$ cat src/aiods_map.vh
`ifndef AIODS_MAP_VH
`define AIODS_MAP_VH

// Host window placement
`define AIODS_WIN_BASE      10'h300
`define AIODS_SEL_BASE      10'h200
`define AIODS_SLOT_LSB      5
`define AIODS_SLOT_W        2

// Window offset split (address bits 4:3)
`define AIODS_OFF_MSB       4
`define AIODS_OFF_LSB       3
`define AIODS_OFF_REGS_A    2'h0
`define AIODS_OFF_REGS_B    2'h1
`define AIODS_OFF_DATA      2'h2
`define AIODS_OFF_RESET     2'h3
`define AIODS_REG_AW        4

// Board and chip select register fields
`define AIODS_SEL_W         3
`define AIODS_SEL_STEER     2
`define AIODS_SEL_BRD_MSB   1
`define AIODS_SEL_BRD_LSB   0
`define AIODS_SEL_RESET     3'h4

// Data widths
`define AIODS_REP_DW        4
`define AIODS_CTL_DW        8
`define AIODS_PORT_DW       16
`define AIODS_BYTE_W        8
`define AIODS_RAM_AW        14

// Boot ROM decode: host address bits 19:14
`define AIODS_ROM_MSB       19
`define AIODS_ROM_LSB       14
`define AIODS_ROM_SEG       6'h30

// Repeater wait timing
`define AIODS_WAIT_NS       400
`define AIODS_CLK_PS        10000
`define AIODS_WAIT_STEPS    8

`endif

$ cat src/aiods_sync.v
`timescale 1ns/1ps
// Three-stage pin synchroniser, output moves when stages two and three agree
module aiods_sync #(
    parameter W = 1
) (
    // Clock and reset
    input  wire         clk_sys,
    input  wire         rst_n,
    // Pins and filtered result
    input  wire [W-1:0] pin_in,
    output reg  [W-1:0] sync_q
);

    reg [W-1:0] s1_q;
    reg [W-1:0] s2_q;
    reg [W-1:0] s3_q;

    genvar i;
    generate
        for (i = 0; i < W; i = i + 1) begin : g_bit
            always @(posedge clk_sys) begin
                if (!rst_n) begin
                    s1_q[i]   <= 1'b1;
                    s2_q[i]   <= 1'b1;
                    s3_q[i]   <= 1'b1;
                    sync_q[i] <= 1'b1;
                end else begin
                    s1_q[i] <= pin_in[i];
                    s2_q[i] <= s1_q[i];
                    s3_q[i] <= s2_q[i];
                    if (s2_q[i] == s3_q[i]) begin
                        sync_q[i] <= s3_q[i];
                    end
                end
            end
        end
    endgenerate

endmodule // aiods_sync

$ cat src/aiods_wait.v
`timescale 1ns/1ps
`include "aiods_map.vh"
// Repeater wait timer: prescaler enable plus a 3-bit step counter
module aiods_wait #(
    parameter integer WAIT_NS = `AIODS_WAIT_NS
) (
    // Clock and reset
    input  wire clk_sys,
    input  wire rst_n,
    // Control
    input  wire run,
    output reg  done_q
);

    localparam integer WAIT_CYC = (WAIT_NS * 1000 + `AIODS_CLK_PS - 1) / `AIODS_CLK_PS;
    localparam integer DIV_RAW  = (WAIT_CYC + `AIODS_WAIT_STEPS - 1) / `AIODS_WAIT_STEPS;
    localparam integer DIV      = (DIV_RAW < 1) ? 1 : DIV_RAW;
    localparam integer DIV_M1   = DIV - 1;
    localparam integer STEP_M1  = `AIODS_WAIT_STEPS - 1;
    localparam [7:0]   DIV_LAST = DIV_M1[7:0];
    localparam [2:0]   STEP_END = STEP_M1[2:0];

    reg  [7:0] div_q;
    reg  [2:0] step_q;
    wire       tick = run && (div_q == DIV_LAST);

    always @(posedge clk_sys) begin
        if (!rst_n || !run) begin
            div_q  <= 8'h00;
            step_q <= 3'h0;
            done_q <= 1'b0;
        end else begin
            div_q <= tick ? 8'h00 : div_q + 8'h01;
            if (tick && !done_q) begin
                step_q <= step_q + 3'h1;
                if (step_q == STEP_END) begin
                    done_q <= 1'b1;
                end
            end
        end
    end

endmodule // aiods_wait

$ cat src/aiods_top.v
`timescale 1ns/1ps
`include "aiods_map.vh"
module aiods_top #(
    parameter integer WAIT_NS  = `AIODS_WAIT_NS,
    parameter [5:0]   ROM_SEG  = `AIODS_ROM_SEG,
    parameter         RAM_BIT  = 1'b1
) (
    // Clock and reset
    input  wire                       clk_sys,
    input  wire                       rst_n,
    // Host bus pins
    input  wire [19:0]                host_addr,
    input  wire                       host_rd_n,
    input  wire                       host_wr_n,
    input  wire                       host_ack_n,
    input  wire                       system_memory_read_n,
    input  wire [15:0]                host_data_in,
    output reg  [15:0]                host_data_out_q,
    output reg                        host_data_oe_n_q,
    output reg                        host_rdy_out_q,
    output reg                        host_rdy_oe_n_q,
    // Jumpers and board position
    input  wire                       window_jumper_a,
    input  wire                       window_jumper_b,
    input  wire                       select_reg_jumper_a,
    input  wire                       select_reg_jumper_b,
    input  wire [1:0]                 board_position,
    // Chip register side
    output reg  [`AIODS_REG_AW-1:0]   reg_addr_q,
    output reg                        reg_rd_n_q,
    output reg                        reg_wr_n_q,
    output reg  [`AIODS_CTL_DW-1:0]   reg_wdata_q,
    output reg                        repeater_chip_cs_n_q,
    output reg                        network_controller_cs_n_q,
    input  wire                       repeater_chip_bus_en_n,
    input  wire [`AIODS_REP_DW-1:0]   repeater_chip_rdata,
    input  wire [`AIODS_CTL_DW-1:0]   network_controller_rdata,
    // Packet data latches
    output reg  [`AIODS_PORT_DW-1:0]  to_mem_data_q,
    output reg                        to_mem_load_q,
    input  wire [`AIODS_PORT_DW-1:0]  to_host_data,
    input  wire                       to_host_load,
    input  wire                       prom_read,
    // Controller local bus
    input  wire [`AIODS_RAM_AW:0]     local_addr,
    input  wire                       local_rd,
    output reg  [`AIODS_RAM_AW-1:0]   ram_addr_q,
    output reg                        ram_sel_n_q,
    output reg                        prom_sel_n_q,
    // Misc
    output reg                        boot_rom_enable_n_q,
    output reg                        reset_port_q,
    output reg  [`AIODS_SEL_W-1:0]    board_and_chip_select_q
);

    // Repeater access: idle, count the wait, hold until the strobe ends
    localparam [2:0] ST_IDLE = 3'h1;
    localparam [2:0] ST_WAIT = 3'h2;
    localparam [2:0] ST_HOLD = 3'h4;

    // Synchronised pins
    wire [19:0] sa;
    wire [15:0] sd;
    wire        rd_n;
    wire        wr_n;
    wire        ack_n;
    wire        memr_n;
    wire        busen_n;
    wire [5:0]  jmp;

    aiods_sync #(.W(20)) u_sync_addr (
        .clk_sys (clk_sys),
        .rst_n   (rst_n),
        .pin_in  (host_addr),
        .sync_q  (sa)
    );

    aiods_sync #(.W(16)) u_sync_data (
        .clk_sys (clk_sys),
        .rst_n   (rst_n),
        .pin_in  (host_data_in),
        .sync_q  (sd)
    );

    aiods_sync #(.W(11)) u_sync_ctl (
        .clk_sys (clk_sys),
        .rst_n   (rst_n),
        .pin_in  ({host_rd_n, host_wr_n, host_ack_n, system_memory_read_n,
                   repeater_chip_bus_en_n, window_jumper_a, window_jumper_b,
                   select_reg_jumper_a, select_reg_jumper_b, board_position}),
        .sync_q  ({rd_n, wr_n, ack_n, memr_n, busen_n, jmp})
    );

    // Jumper ON reads as one; slot index bits mark OFF jumpers, jumper B as the high bit
    wire [1:0] win_slot = {~jmp[4], ~jmp[5]};
    wire [1:0] sel_slot = {~jmp[2], ~jmp[3]};
    wire [1:0] own_pos  = jmp[1:0];

    // Window and select bases built from the jumper slots
    wire [9:0] win_base = `AIODS_WIN_BASE | ({8'h00, win_slot} << `AIODS_SLOT_LSB);
    wire [9:0] sel_base = `AIODS_SEL_BASE | ({8'h00, sel_slot} << `AIODS_SLOT_LSB);

    // DMA acknowledge cycles never decode as I/O
    wire io_ok   = ack_n;
    wire win_hit = io_ok && (sa[9:5] == win_base[9:5]);
    wire sel_hit = io_ok && (sa[9:0] == sel_base);
    wire [1:0] off = sa[`AIODS_OFF_MSB:`AIODS_OFF_LSB];
    wire reg_hit  = win_hit && (off == `AIODS_OFF_REGS_A || off == `AIODS_OFF_REGS_B);
    wire data_hit = win_hit && (off == `AIODS_OFF_DATA);
    wire rst_hit  = win_hit && (off == `AIODS_OFF_RESET);

    wire to_ctl   = board_and_chip_select_q[`AIODS_SEL_STEER];
    wire brd_ok   = (board_and_chip_select_q[`AIODS_SEL_BRD_MSB:`AIODS_SEL_BRD_LSB]
                     == own_pos);
    wire strobe   = !rd_n || !wr_n;

    reg  [2:0]  st_q;
    reg  [2:0]  st_d;
    reg         wr_prev_q;
    reg         strobe_prev_q;
    reg         sel_arm_q;
    reg  [2:0]  sel_data_q;
    reg  [15:0] to_host_q;
    reg         wait_run_q;
    wire        wait_done;

    // Timer restarts from zero whenever its run request drops
    aiods_wait #(.WAIT_NS(WAIT_NS)) u_wait (
        .clk_sys (clk_sys),
        .rst_n   (rst_n),
        .run     (wait_run_q),
        .done_q  (wait_done)
    );

    // Matching repeater access; a board whose number differs stays silent
    wire rep_go = reg_hit && !to_ctl && brd_ok && strobe;
    // Controller sees register and data port accesses while steered to it
    wire ctl_go = (reg_hit || data_hit) && to_ctl && strobe;
    // Ready stays pulled false for the whole counting phase
    wire rdy_hold = (st_d == ST_WAIT);

    // Repeater access sequence
    always @* begin
        st_d = st_q;
        case (st_q)
            ST_IDLE: begin
                if (rep_go) begin
                    st_d = ST_WAIT;
                end
            end
            ST_WAIT: begin
                if (!strobe) begin
                    st_d = ST_IDLE;
                end else if (wait_done) begin
                    st_d = ST_HOLD;
                end
            end
            ST_HOLD: begin
                if (!strobe) begin
                    st_d = ST_IDLE;
                end
            end
            default: begin
                st_d = ST_IDLE;
            end
        endcase
    end

    always @(posedge clk_sys) begin
        if (!rst_n) begin
            st_q       <= ST_IDLE;
            wait_run_q <= 1'b0;
        end else begin
            st_q       <= st_d;
            // Count starts once the repeater opens its buffer
            wait_run_q <= (st_d == ST_WAIT) && !busen_n;
        end
    end

    // Select register: arm while written, commit on the strobe rising edge
    always @(posedge clk_sys) begin
        if (!rst_n) begin
            board_and_chip_select_q <= `AIODS_SEL_RESET;
            wr_prev_q               <= 1'b1;
            sel_arm_q               <= 1'b0;
            sel_data_q              <= 3'h0;
        end else begin
            wr_prev_q <= wr_n;
            // Last low cycle decides both the hit and the data
            if (!wr_n) begin
                sel_arm_q  <= sel_hit;
                sel_data_q <= sd[`AIODS_SEL_W-1:0];
            end
            if (wr_n && !wr_prev_q && sel_arm_q) begin
                board_and_chip_select_q <= sel_data_q;
                sel_arm_q               <= 1'b0;
            end
        end
    end

    // Chip register strobes and selects
    always @(posedge clk_sys) begin
        if (!rst_n) begin
            reg_addr_q                <= 4'h0;
            reg_rd_n_q                <= 1'b1;
            reg_wr_n_q                <= 1'b1;
            reg_wdata_q               <= 8'h00;
            repeater_chip_cs_n_q      <= 1'b1;
            network_controller_cs_n_q <= 1'b1;
            host_rdy_out_q            <= 1'b0;
            host_rdy_oe_n_q           <= 1'b1;
        end else begin
            reg_addr_q  <= sa[`AIODS_REG_AW-1:0];
            reg_rd_n_q  <= !(reg_hit && !rd_n);
            reg_wr_n_q  <= !(reg_hit && !wr_n);
            reg_wdata_q <= sd[`AIODS_CTL_DW-1:0];
            // Chip strobes follow the window decode; selects add steering, and board match for the repeater select only
            repeater_chip_cs_n_q      <= !rep_go;
            network_controller_cs_n_q <= !ctl_go;
            // Open-drain ready: pulled low only while waiting
            host_rdy_out_q  <= 1'b0;
            host_rdy_oe_n_q <= !rdy_hold;
        end
    end

    // Host read data and packet data latches
    always @(posedge clk_sys) begin
        if (!rst_n) begin
            to_host_q        <= 16'h0000;
            to_mem_data_q    <= 16'h0000;
            to_mem_load_q    <= 1'b0;
            host_data_out_q  <= 16'h0000;
            host_data_oe_n_q <= 1'b1;
            strobe_prev_q    <= 1'b0;
        end else begin
            strobe_prev_q <= strobe;
            if (to_host_load) begin
                to_host_q <= to_host_data;
            end
            to_mem_load_q <= 1'b0;
            if (data_hit && wr_n && !wr_prev_q) begin
                to_mem_data_q <= sd;
                to_mem_load_q <= 1'b1;
            end
            host_data_oe_n_q <= 1'b1;
            host_data_out_q  <= 16'h0000;
            // Select register reads fall through: it is write only
            if (!rd_n && data_hit) begin
                // Only to_host_q drives, all 16 bits; PROM data only in low byte
                host_data_oe_n_q <= 1'b0;
                host_data_out_q  <= prom_read ? {8'h00, to_host_q[`AIODS_BYTE_W-1:0]}
                                              : to_host_q;
            end else if (!rd_n && reg_hit && to_ctl) begin
                host_data_oe_n_q <= 1'b0;
                host_data_out_q  <= {8'h00, network_controller_rdata};
            end else if (!rd_n && reg_hit && brd_ok) begin
                host_data_oe_n_q <= 1'b0;
                host_data_out_q  <= {12'h000, repeater_chip_rdata};
            end
        end
    end

    // Reset port, boot ROM and local memory selects
    always @(posedge clk_sys) begin
        if (!rst_n) begin
            reset_port_q        <= 1'b0;
            boot_rom_enable_n_q <= 1'b1;
            ram_addr_q          <= 14'h0000;
            ram_sel_n_q         <= 1'b1;
            prom_sel_n_q        <= 1'b1;
        end else begin
            // One pulse per strobe, however long the strobe stays low
            reset_port_q        <= rst_hit && strobe && !strobe_prev_q;
            boot_rom_enable_n_q <= !(!memr_n &&
                                     sa[`AIODS_ROM_MSB:`AIODS_ROM_LSB] == ROM_SEG);
            ram_addr_q   <= local_addr[`AIODS_RAM_AW-1:0];
            ram_sel_n_q  <= !(local_rd && local_addr[`AIODS_RAM_AW] == RAM_BIT);
            prom_sel_n_q <= !(local_rd && local_addr[`AIODS_RAM_AW] != RAM_BIT);
        end
    end

endmodule // aiods_top

$ cat config.mk
export PLATFORM = sky130hd
export DESIGN_NAME = aiods_top
export DESIGN_NICKNAME = d
export VERILOG_FILES = /design/src/aiods_sync.v /design/src/aiods_wait.v /design/src/aiods_top.v
export VERILOG_INCLUDE_DIRS = /design/src /design/src/src
export SDC_FILE = /design/constraint.sdc
export NUM_CORES = 1
export LEC_CHECK = 0
export ABC_AREA = 1
export CAP_MARGIN = 20
export CORE_MARGIN = 10
export CORE_UTILIZATION = 35
export CTS_BUF_LIST = sky130_fd_sc_hd__clkbuf_2 sky130_fd_sc_hd__clkbuf_4 sky130_fd_sc_hd__clkbuf_8
export DETAILED_ROUTE_END_ITERATION = 6
export DONT_BUFFER_PORTS = 1
export PLACE_DENSITY = 0.55
export RECOVER_POWER = 50
export SETUP_SLACK_MARGIN = 0.1
export SLEW_MARGIN = 15
export SYNTH_ARGS = -nofsm -noshare
export SYNTH_HDL_FRONTEND = slang
export SYNTH_HIERARCHICAL = 1
export SYNTH_SLANG_ARGS = --single-unit
$ cat constraint.sdc
create_clock -name clk_sys -period 1.3 [get_ports clk_sys]
set_input_delay 0.39 -clock clk_sys [delete_from_list [all_inputs] [get_ports clk_sys]]
set_output_delay 0.39 -clock clk_sys [all_outputs]
set_load 0.01 [all_outputs]
==> results of run 1 <==
critical path, cell delays in order, from the launching register on:
cell and delay [ns]:
dfxtp_2 0.32, inv_2 0.05, nand2_2 0.06, nor2_4 0.11, nand3_4 0.15, inv_4 0.11
nand3_4 0.15, nor2_4 0.19, nand2_4 0.13, nor2_4 0.11
how the worst max path moves through the flow:
stage / start / end / slack [ns]
3_3_place_gp: u_sync_addr/sync_q[7] / host_data_out_q[8] / -0.08
3_5_place_dp: u_sync_addr/sync_q[7] / host_data_out_q[8] / -0.17
5_1_grt: u_sync_addr/sync_q[7] / to_mem_data_q[10] / -0.25
4_1_cts: board_and_chip_select_q[2] / board_and_chip_select_q[2] / -0.15
6_report: u_sync_addr/sync_q[7] / host_data_out_q[11] / -0.16
2_1_floorplan: u_sync_ctl/sync_q[8] / to_mem_data_q[11] / 0.06
power by group:
part | internal [W] | switching, W | leakage [nW] | total, W
combinational | 0.000522 | 0.000337 | 4.27 | 0.000859
clock | 0.00490 | 0.00354 | 0.568 | 0.00845
sequential | 0.00887 | 0.000128 | 2.34 | 0.00900
total | 0.0143 | 0.00401 | 7.18 | 0.0183
repair_timing:
item,4_1_cts,5_1_grt
setup endpoints to repair,121,135
pin swaps,10,10
endpoints found under the hold margin,193,1
setup buffers,8,8
gates resized for setup,117,55
hold buffers,217,1
per-stage QoR:
| step | power, W | std cells |
|---|---|---|
| floorplan | 0.00965 | 1294 |
| global placement | 0.00956 | 1675 |
| detailed placement | 0.00958 | 1675 |
| CTS | 0.0186 | 1988 |
| global route | 0.0192 | 1992 |
| finish | 0.0183 | 1992 |
layout make-up:
type                    instances  share of cell area, %
clock buffers                  72                   6.38
repair buffers                264                   18.2
inverters                     312                   8.24
flip-flops and latches        282                   40.6
clock inverters                16                  0.966
multi-input cells             662                   22.2
well taps                     384                   3.37
routing by layer:
| layer | vias to the layer above | track usage (%) | routed length, um |
|---|---|---|---|
| li1 | 4276 | - | - |
| met1 | 3528 | 15.5 | 10200 |
| met2 | 156 | 22.1 | 11500 |
| met3 | 53 | 3.37 | 1460 |
| met4 | 0 | 4.82 | 671 |
| met5 | - | 0 | 0 |
==> flow_summary.toml, run 1 <==
[run_status]
outcome = "complete, but fails checks"
violations = "setup timing"

[timing]
clock_skew_ns = 0.0129
tns_ns = -3.71
min_period_ns = 1.46
setup_slack_ns = -0.155
max_freq_ghz = 0.687
hold_violations = 0
rsz0062_at_grt = "true"
min_period_over_period_pct = 112
slew_violations = 0
setup_violations = 58
hold_slack_ns = 0.00499

[finish]
fillers = 2714
regArea_sq_um = 5780
multi_input_comb_area_sq_um = 3170
num-nets-final = 1670
antennaDiodeCount = 0
final_util_pct = 49.8
layout_common_cells = "inv_1 (303), nand2_1 (295), dlygate4sd3_1 (212), nor2_1 (205), dfxtp_1 (203)"
area_growth_pct = 40.9
drive_above_1_share_pct = 19.2
mostFrequentLayoutCell = "inv_1"
final_area_sq_um = 14200

[hold_path]
hp-start = "to_host_load"
hold_path.class = "primary input to flip-flop"
hold_path_depth = 2
holdPathEnd = "to_host_q[6]"

[detailed_routing]
wire_per_inst_um = 12.0
drtPass1Iterations = 6
finalWirelength_mm = 23.8
drt_iter0_drc = 229
num_vias = 8013
routed_via_density = 4.02
drcViolationCount = 0
final_antenna_net_count = 0

[setup_path]
r2r_end = "host_data_out_q[11]"
worstReg2RegStart = "u_sync_addr/sync_q[7]"
worstRegToRegCells = 9
cp-start-kind = "flip-flop"
reg2reg_slack_ns = -0.16
arrival_ns = 1.93
end_kind = "flip-flop"
critPathKind = "flip-flop to flip-flop"
cp_data_required_time_ns = 1.78
cp_max_fo = 8

[placed_design]
place_ws_ns = -0.165
place_congestion = 0.797
placed_cell_area_sq_um = 10500
dp_hpwl_mm = 13.4
io_buffers = 0

[logic_synthesis]
syn_nets = 1393
synth_warnings = 6
postSynthCellCount = 1294
syn_area_per_cell_sq_um = 7.81
syn-cell-area_sq_um = 10100

[floorplan]
num_io_pins = 168
placementRows = 62
fp.coreArea_sq_um = 28600
initial_core_util_pct = 35.3
dieHeight_um = 190
die_x_um = 190
fp.dieArea_sq_um = 36100

[power_and_ir_drop]
cellPowerDensity_nw_per_um2 = 1280
ir_worst_vdd_mv = 0.908
p_leak_nw = 7.18

[global_routing]
grt_first_pass_wirelength_mm = 39.0
antenna_found_initial = 0
grt_pass1_vias = 8115
grt-ovfl-total = 0
grt_max_degree = 207
grt_use_total_pct = 13.0

[clocking]
clock_path_buffers = 3
clk_pin_slew_ns = 0.06
numClockSinks = 282
clock_latency_ns = 0.55
cts_max_level = 2
root_buffer = "clkbuf_8"
cts_tree = "yes"
cts_buffers = 49

[job]
drv_cap = 0
No activity file was read; power rests on OpenSTA's default activity.
==> inputs of run 2 (changes only) <==
--- a/config.mk
+++ b/config.mk
@@ -8,6 +8,7 @@
 export LEC_CHECK = 0
 export ABC_AREA = 1
 export CAP_MARGIN = 20
+export CORE_ASPECT_RATIO = 1.5
 export CORE_MARGIN = 10
 export CORE_UTILIZATION = 35
 export CTS_BUF_LIST = sky130_fd_sc_hd__clkbuf_2 sky130_fd_sc_hd__clkbuf_4 sky130_fd_sc_hd__clkbuf_8
==> flow_summary.toml, run 2 (same netlist as run 1, synthesis figures left out) <==
[run_status]
outcome = "complete, but fails checks"
violations = "setup timing"

[setup_path]
crit_family = "simple AND/OR/NAND/NOR gates"
crit_start = "u_sync_addr/sync_q[7]"
cp_slowest_cell = "dfxtp_2"
slowest_delay_ns = 0.32
endpoint = "host_data_out_q[6]"
cp_max_fo = 3
worst-path-stages = 11
worstPathCellList = "inv_2 -> nand2_2 -> nor2_4 -> nand3_4 -> buf_6 -> nor2_4 -> nand2_2 -> nor2_4 -> buf_6 -> nand4_1 -> nand2_1"
critPathBufInv = 3
end_kind = "flip-flop"
critPathKind = "flip-flop to flip-flop"
cp-start-kind = "flip-flop"
r2r_end = "host_data_out_q[6]"
arrival_ns = 2.00
cp_data_required_time_ns = 1.80
crit_top_cell = "nor2_4"
worstRegToRegCells = 11
reg2reg_slack_ns = -0.20
worstReg2RegStart = "u_sync_addr/sync_q[7]"

[detailed_routing]
final_antenna_net_count = 0
drt_iter0_drc = 307
num_vias = 8098
drcViolationCount = 0
finalWirelength_mm = 23.7
wire_per_inst_um = 11.8
drtPass1Iterations = 4
routed_via_density = 4.03

[placed_design]
place_ws_ns = -0.122
place_congestion = 0.727
placed_cell_area_sq_um = 10500
io_buffers = 0
dp_hpwl_mm = 13.2
dp.cells = 1678

[finish]
area_growth_pct = 43.1
regArea_sq_um = 5790
final_cells = 2010
layout_common_cells = "inv_1 (300), nand2_1 (289), dlygate4sd3_1 (236), dfxtp_1 (200), nor2_1 (197)"
fillers = 2665
multi_input_comb_area_sq_um = 3210
drive_above_1_share_pct = 19.4
num-nets-final = 1686
mostFrequentLayoutCell = "inv_1"
final_area_sq_um = 14500

[floorplan]
initial_core_util_pct = 35.3
num_io_pins = 168
placementRows = 76
fp.coreArea_sq_um = 28600
fp.dieArea_sq_um = 36200
die_x_um = 159
dieHeight_um = 228

[timing]
slew_violations = 0
slew_headroom_pct = 54.7
min_period_over_period_pct = 115
setup_violations = 93
rsz0062_at_grt = "true"
hold_violations = 0
tns_ns = -6.09
min_period_ns = 1.50
setup_slack_ns = -0.201
hold_slack_ns = 0.0758
tightestPinTransition_ns = 0.679
max_freq_ghz = 0.666
clock_skew_ns = 0.0241

[global_routing]
antenna_found_initial = 2
grt_max_degree = 250
grt_pass1_vias = 8000
grt_first_pass_wirelength_mm = 38.3
grt_use_total_pct = 12.7
grt-ovfl-total = 0

[clocking]
cts_buffers = 44
clk_pin_slew_ns = 0.07
clock_path_buffers = 3
numClockSinks = 282
clock_latency_ns = 0.58
cts_max_level = 2
cts_tree = "yes"
root_buffer = "clkbuf_8"

[job]
drv_cap = 0

[hold_path]
hp-start = "rst_n"
hold_path.class = "primary input to flip-flop"

[power_and_ir_drop]
p_leak_nw = 7.19
cellPowerDensity_nw_per_um2 = 1250
ir_worst_vdd_mv = 0.799
[run 2: changes by cell type in the layout (fill, tap and decap cells not counted), moves of 3 or more]
| cell | before | now |
|---|---|---|
| dlygate4sd3_1 | 212 | 236 |
| clkinv_2 | 12 | 3 |
| nor2_2 | 19 | 28 |
| nor2_1 | 205 | 197 |
| nand2_1 | 295 | 289 |
| nand2_2 | 18 | 23 |
| buf_4 | 26 | 22 |
| clkbuf_4 | 13 | 9 |
| dfxtp_1 | 203 | 200 |
| inv_1 | 303 | 300 |
| inv_2 | 7 | 10 |
[run 2: how the worst min path moves through the flow]
stage | end | slack (ns) | cells after the start
after floorplan | reset_port_q | 0.37 | 1
after global placement | u_sync_data/s2_q[11] | 0.38 | 2
after detailed placement | u_sync_addr/s2_q[17] | 0.39 | 2
after CTS | wr_prev_q | -0.13 | 1
after global routing | to_mem_data_q[11] | -0.07 | 2
final | st_q[0] | 0.08 | 2
[run 2: layout make-up]
type / instances / area share (%)
inverters: 312 / 8.11
well taps: 390 / 3.37
clock buffers: 68 / 6.08
flip-flops and latches: 282 / 40.0
repair buffers: 284 / 19.5
clock inverters: 9 / 0.761
multi-input cells: 663 / 22.1
diodes: 2 / 0.0346
[run 2: report_power, final]
| group | leakage [nW] | internal, W | switching [W] | total [W] |
|---|---|---|---|---|
| Sequential | 2.33 | 0.00887 | 0.000125 | 0.00900 |
| Clock | 0.516 | 0.00472 | 0.00349 | 0.00821 |
| Combinational | 4.34 | 0.000559 | 0.000324 | 0.000883 |
[run 2: worst reg2reg max path, delay by kind of cell, from the launching register on]
kind                   cells  cell delay, ns
DFF                        1            0.32
buffers and inverters      3            0.32
and+or+nand+nor            8            0.78
[run 2: metal layers]
metal | share of wire [%] | vias up | global-route usage (%)
li1 | - | 4291 | -
met1 | 40 | 3581 | 13.4
met2 | 51 | 183 | 22.8
met3 | 5.9 | 43 | 3.55
met4 | 2.8 | 0 | 5.89
met5 | 0 | - | 0
[run 2: through the flow]
step,util (%),power [W]
after floorplan,-,0.00965
after global placement,36.8,0.00956
after detailed placement,36.8,0.00957
after CTS,50.0,0.0184
after global routing,50.6,0.0189
final,50.6,0.0181
[run 2: timing repair]
| action | 4_1_cts | 5_1_grt |
|---|---|---|
| pin swaps | 9 | 22 |
| gates resized for setup | 125 | 64 |
| hold endpoints to repair | 226 | 21 |
| cloned | 2 | 2 |
| hold buffers | 243 | 1 |
| buffers inserted | 11 | 2 |
| endpoints found under the setup margin | 120 | 142 |
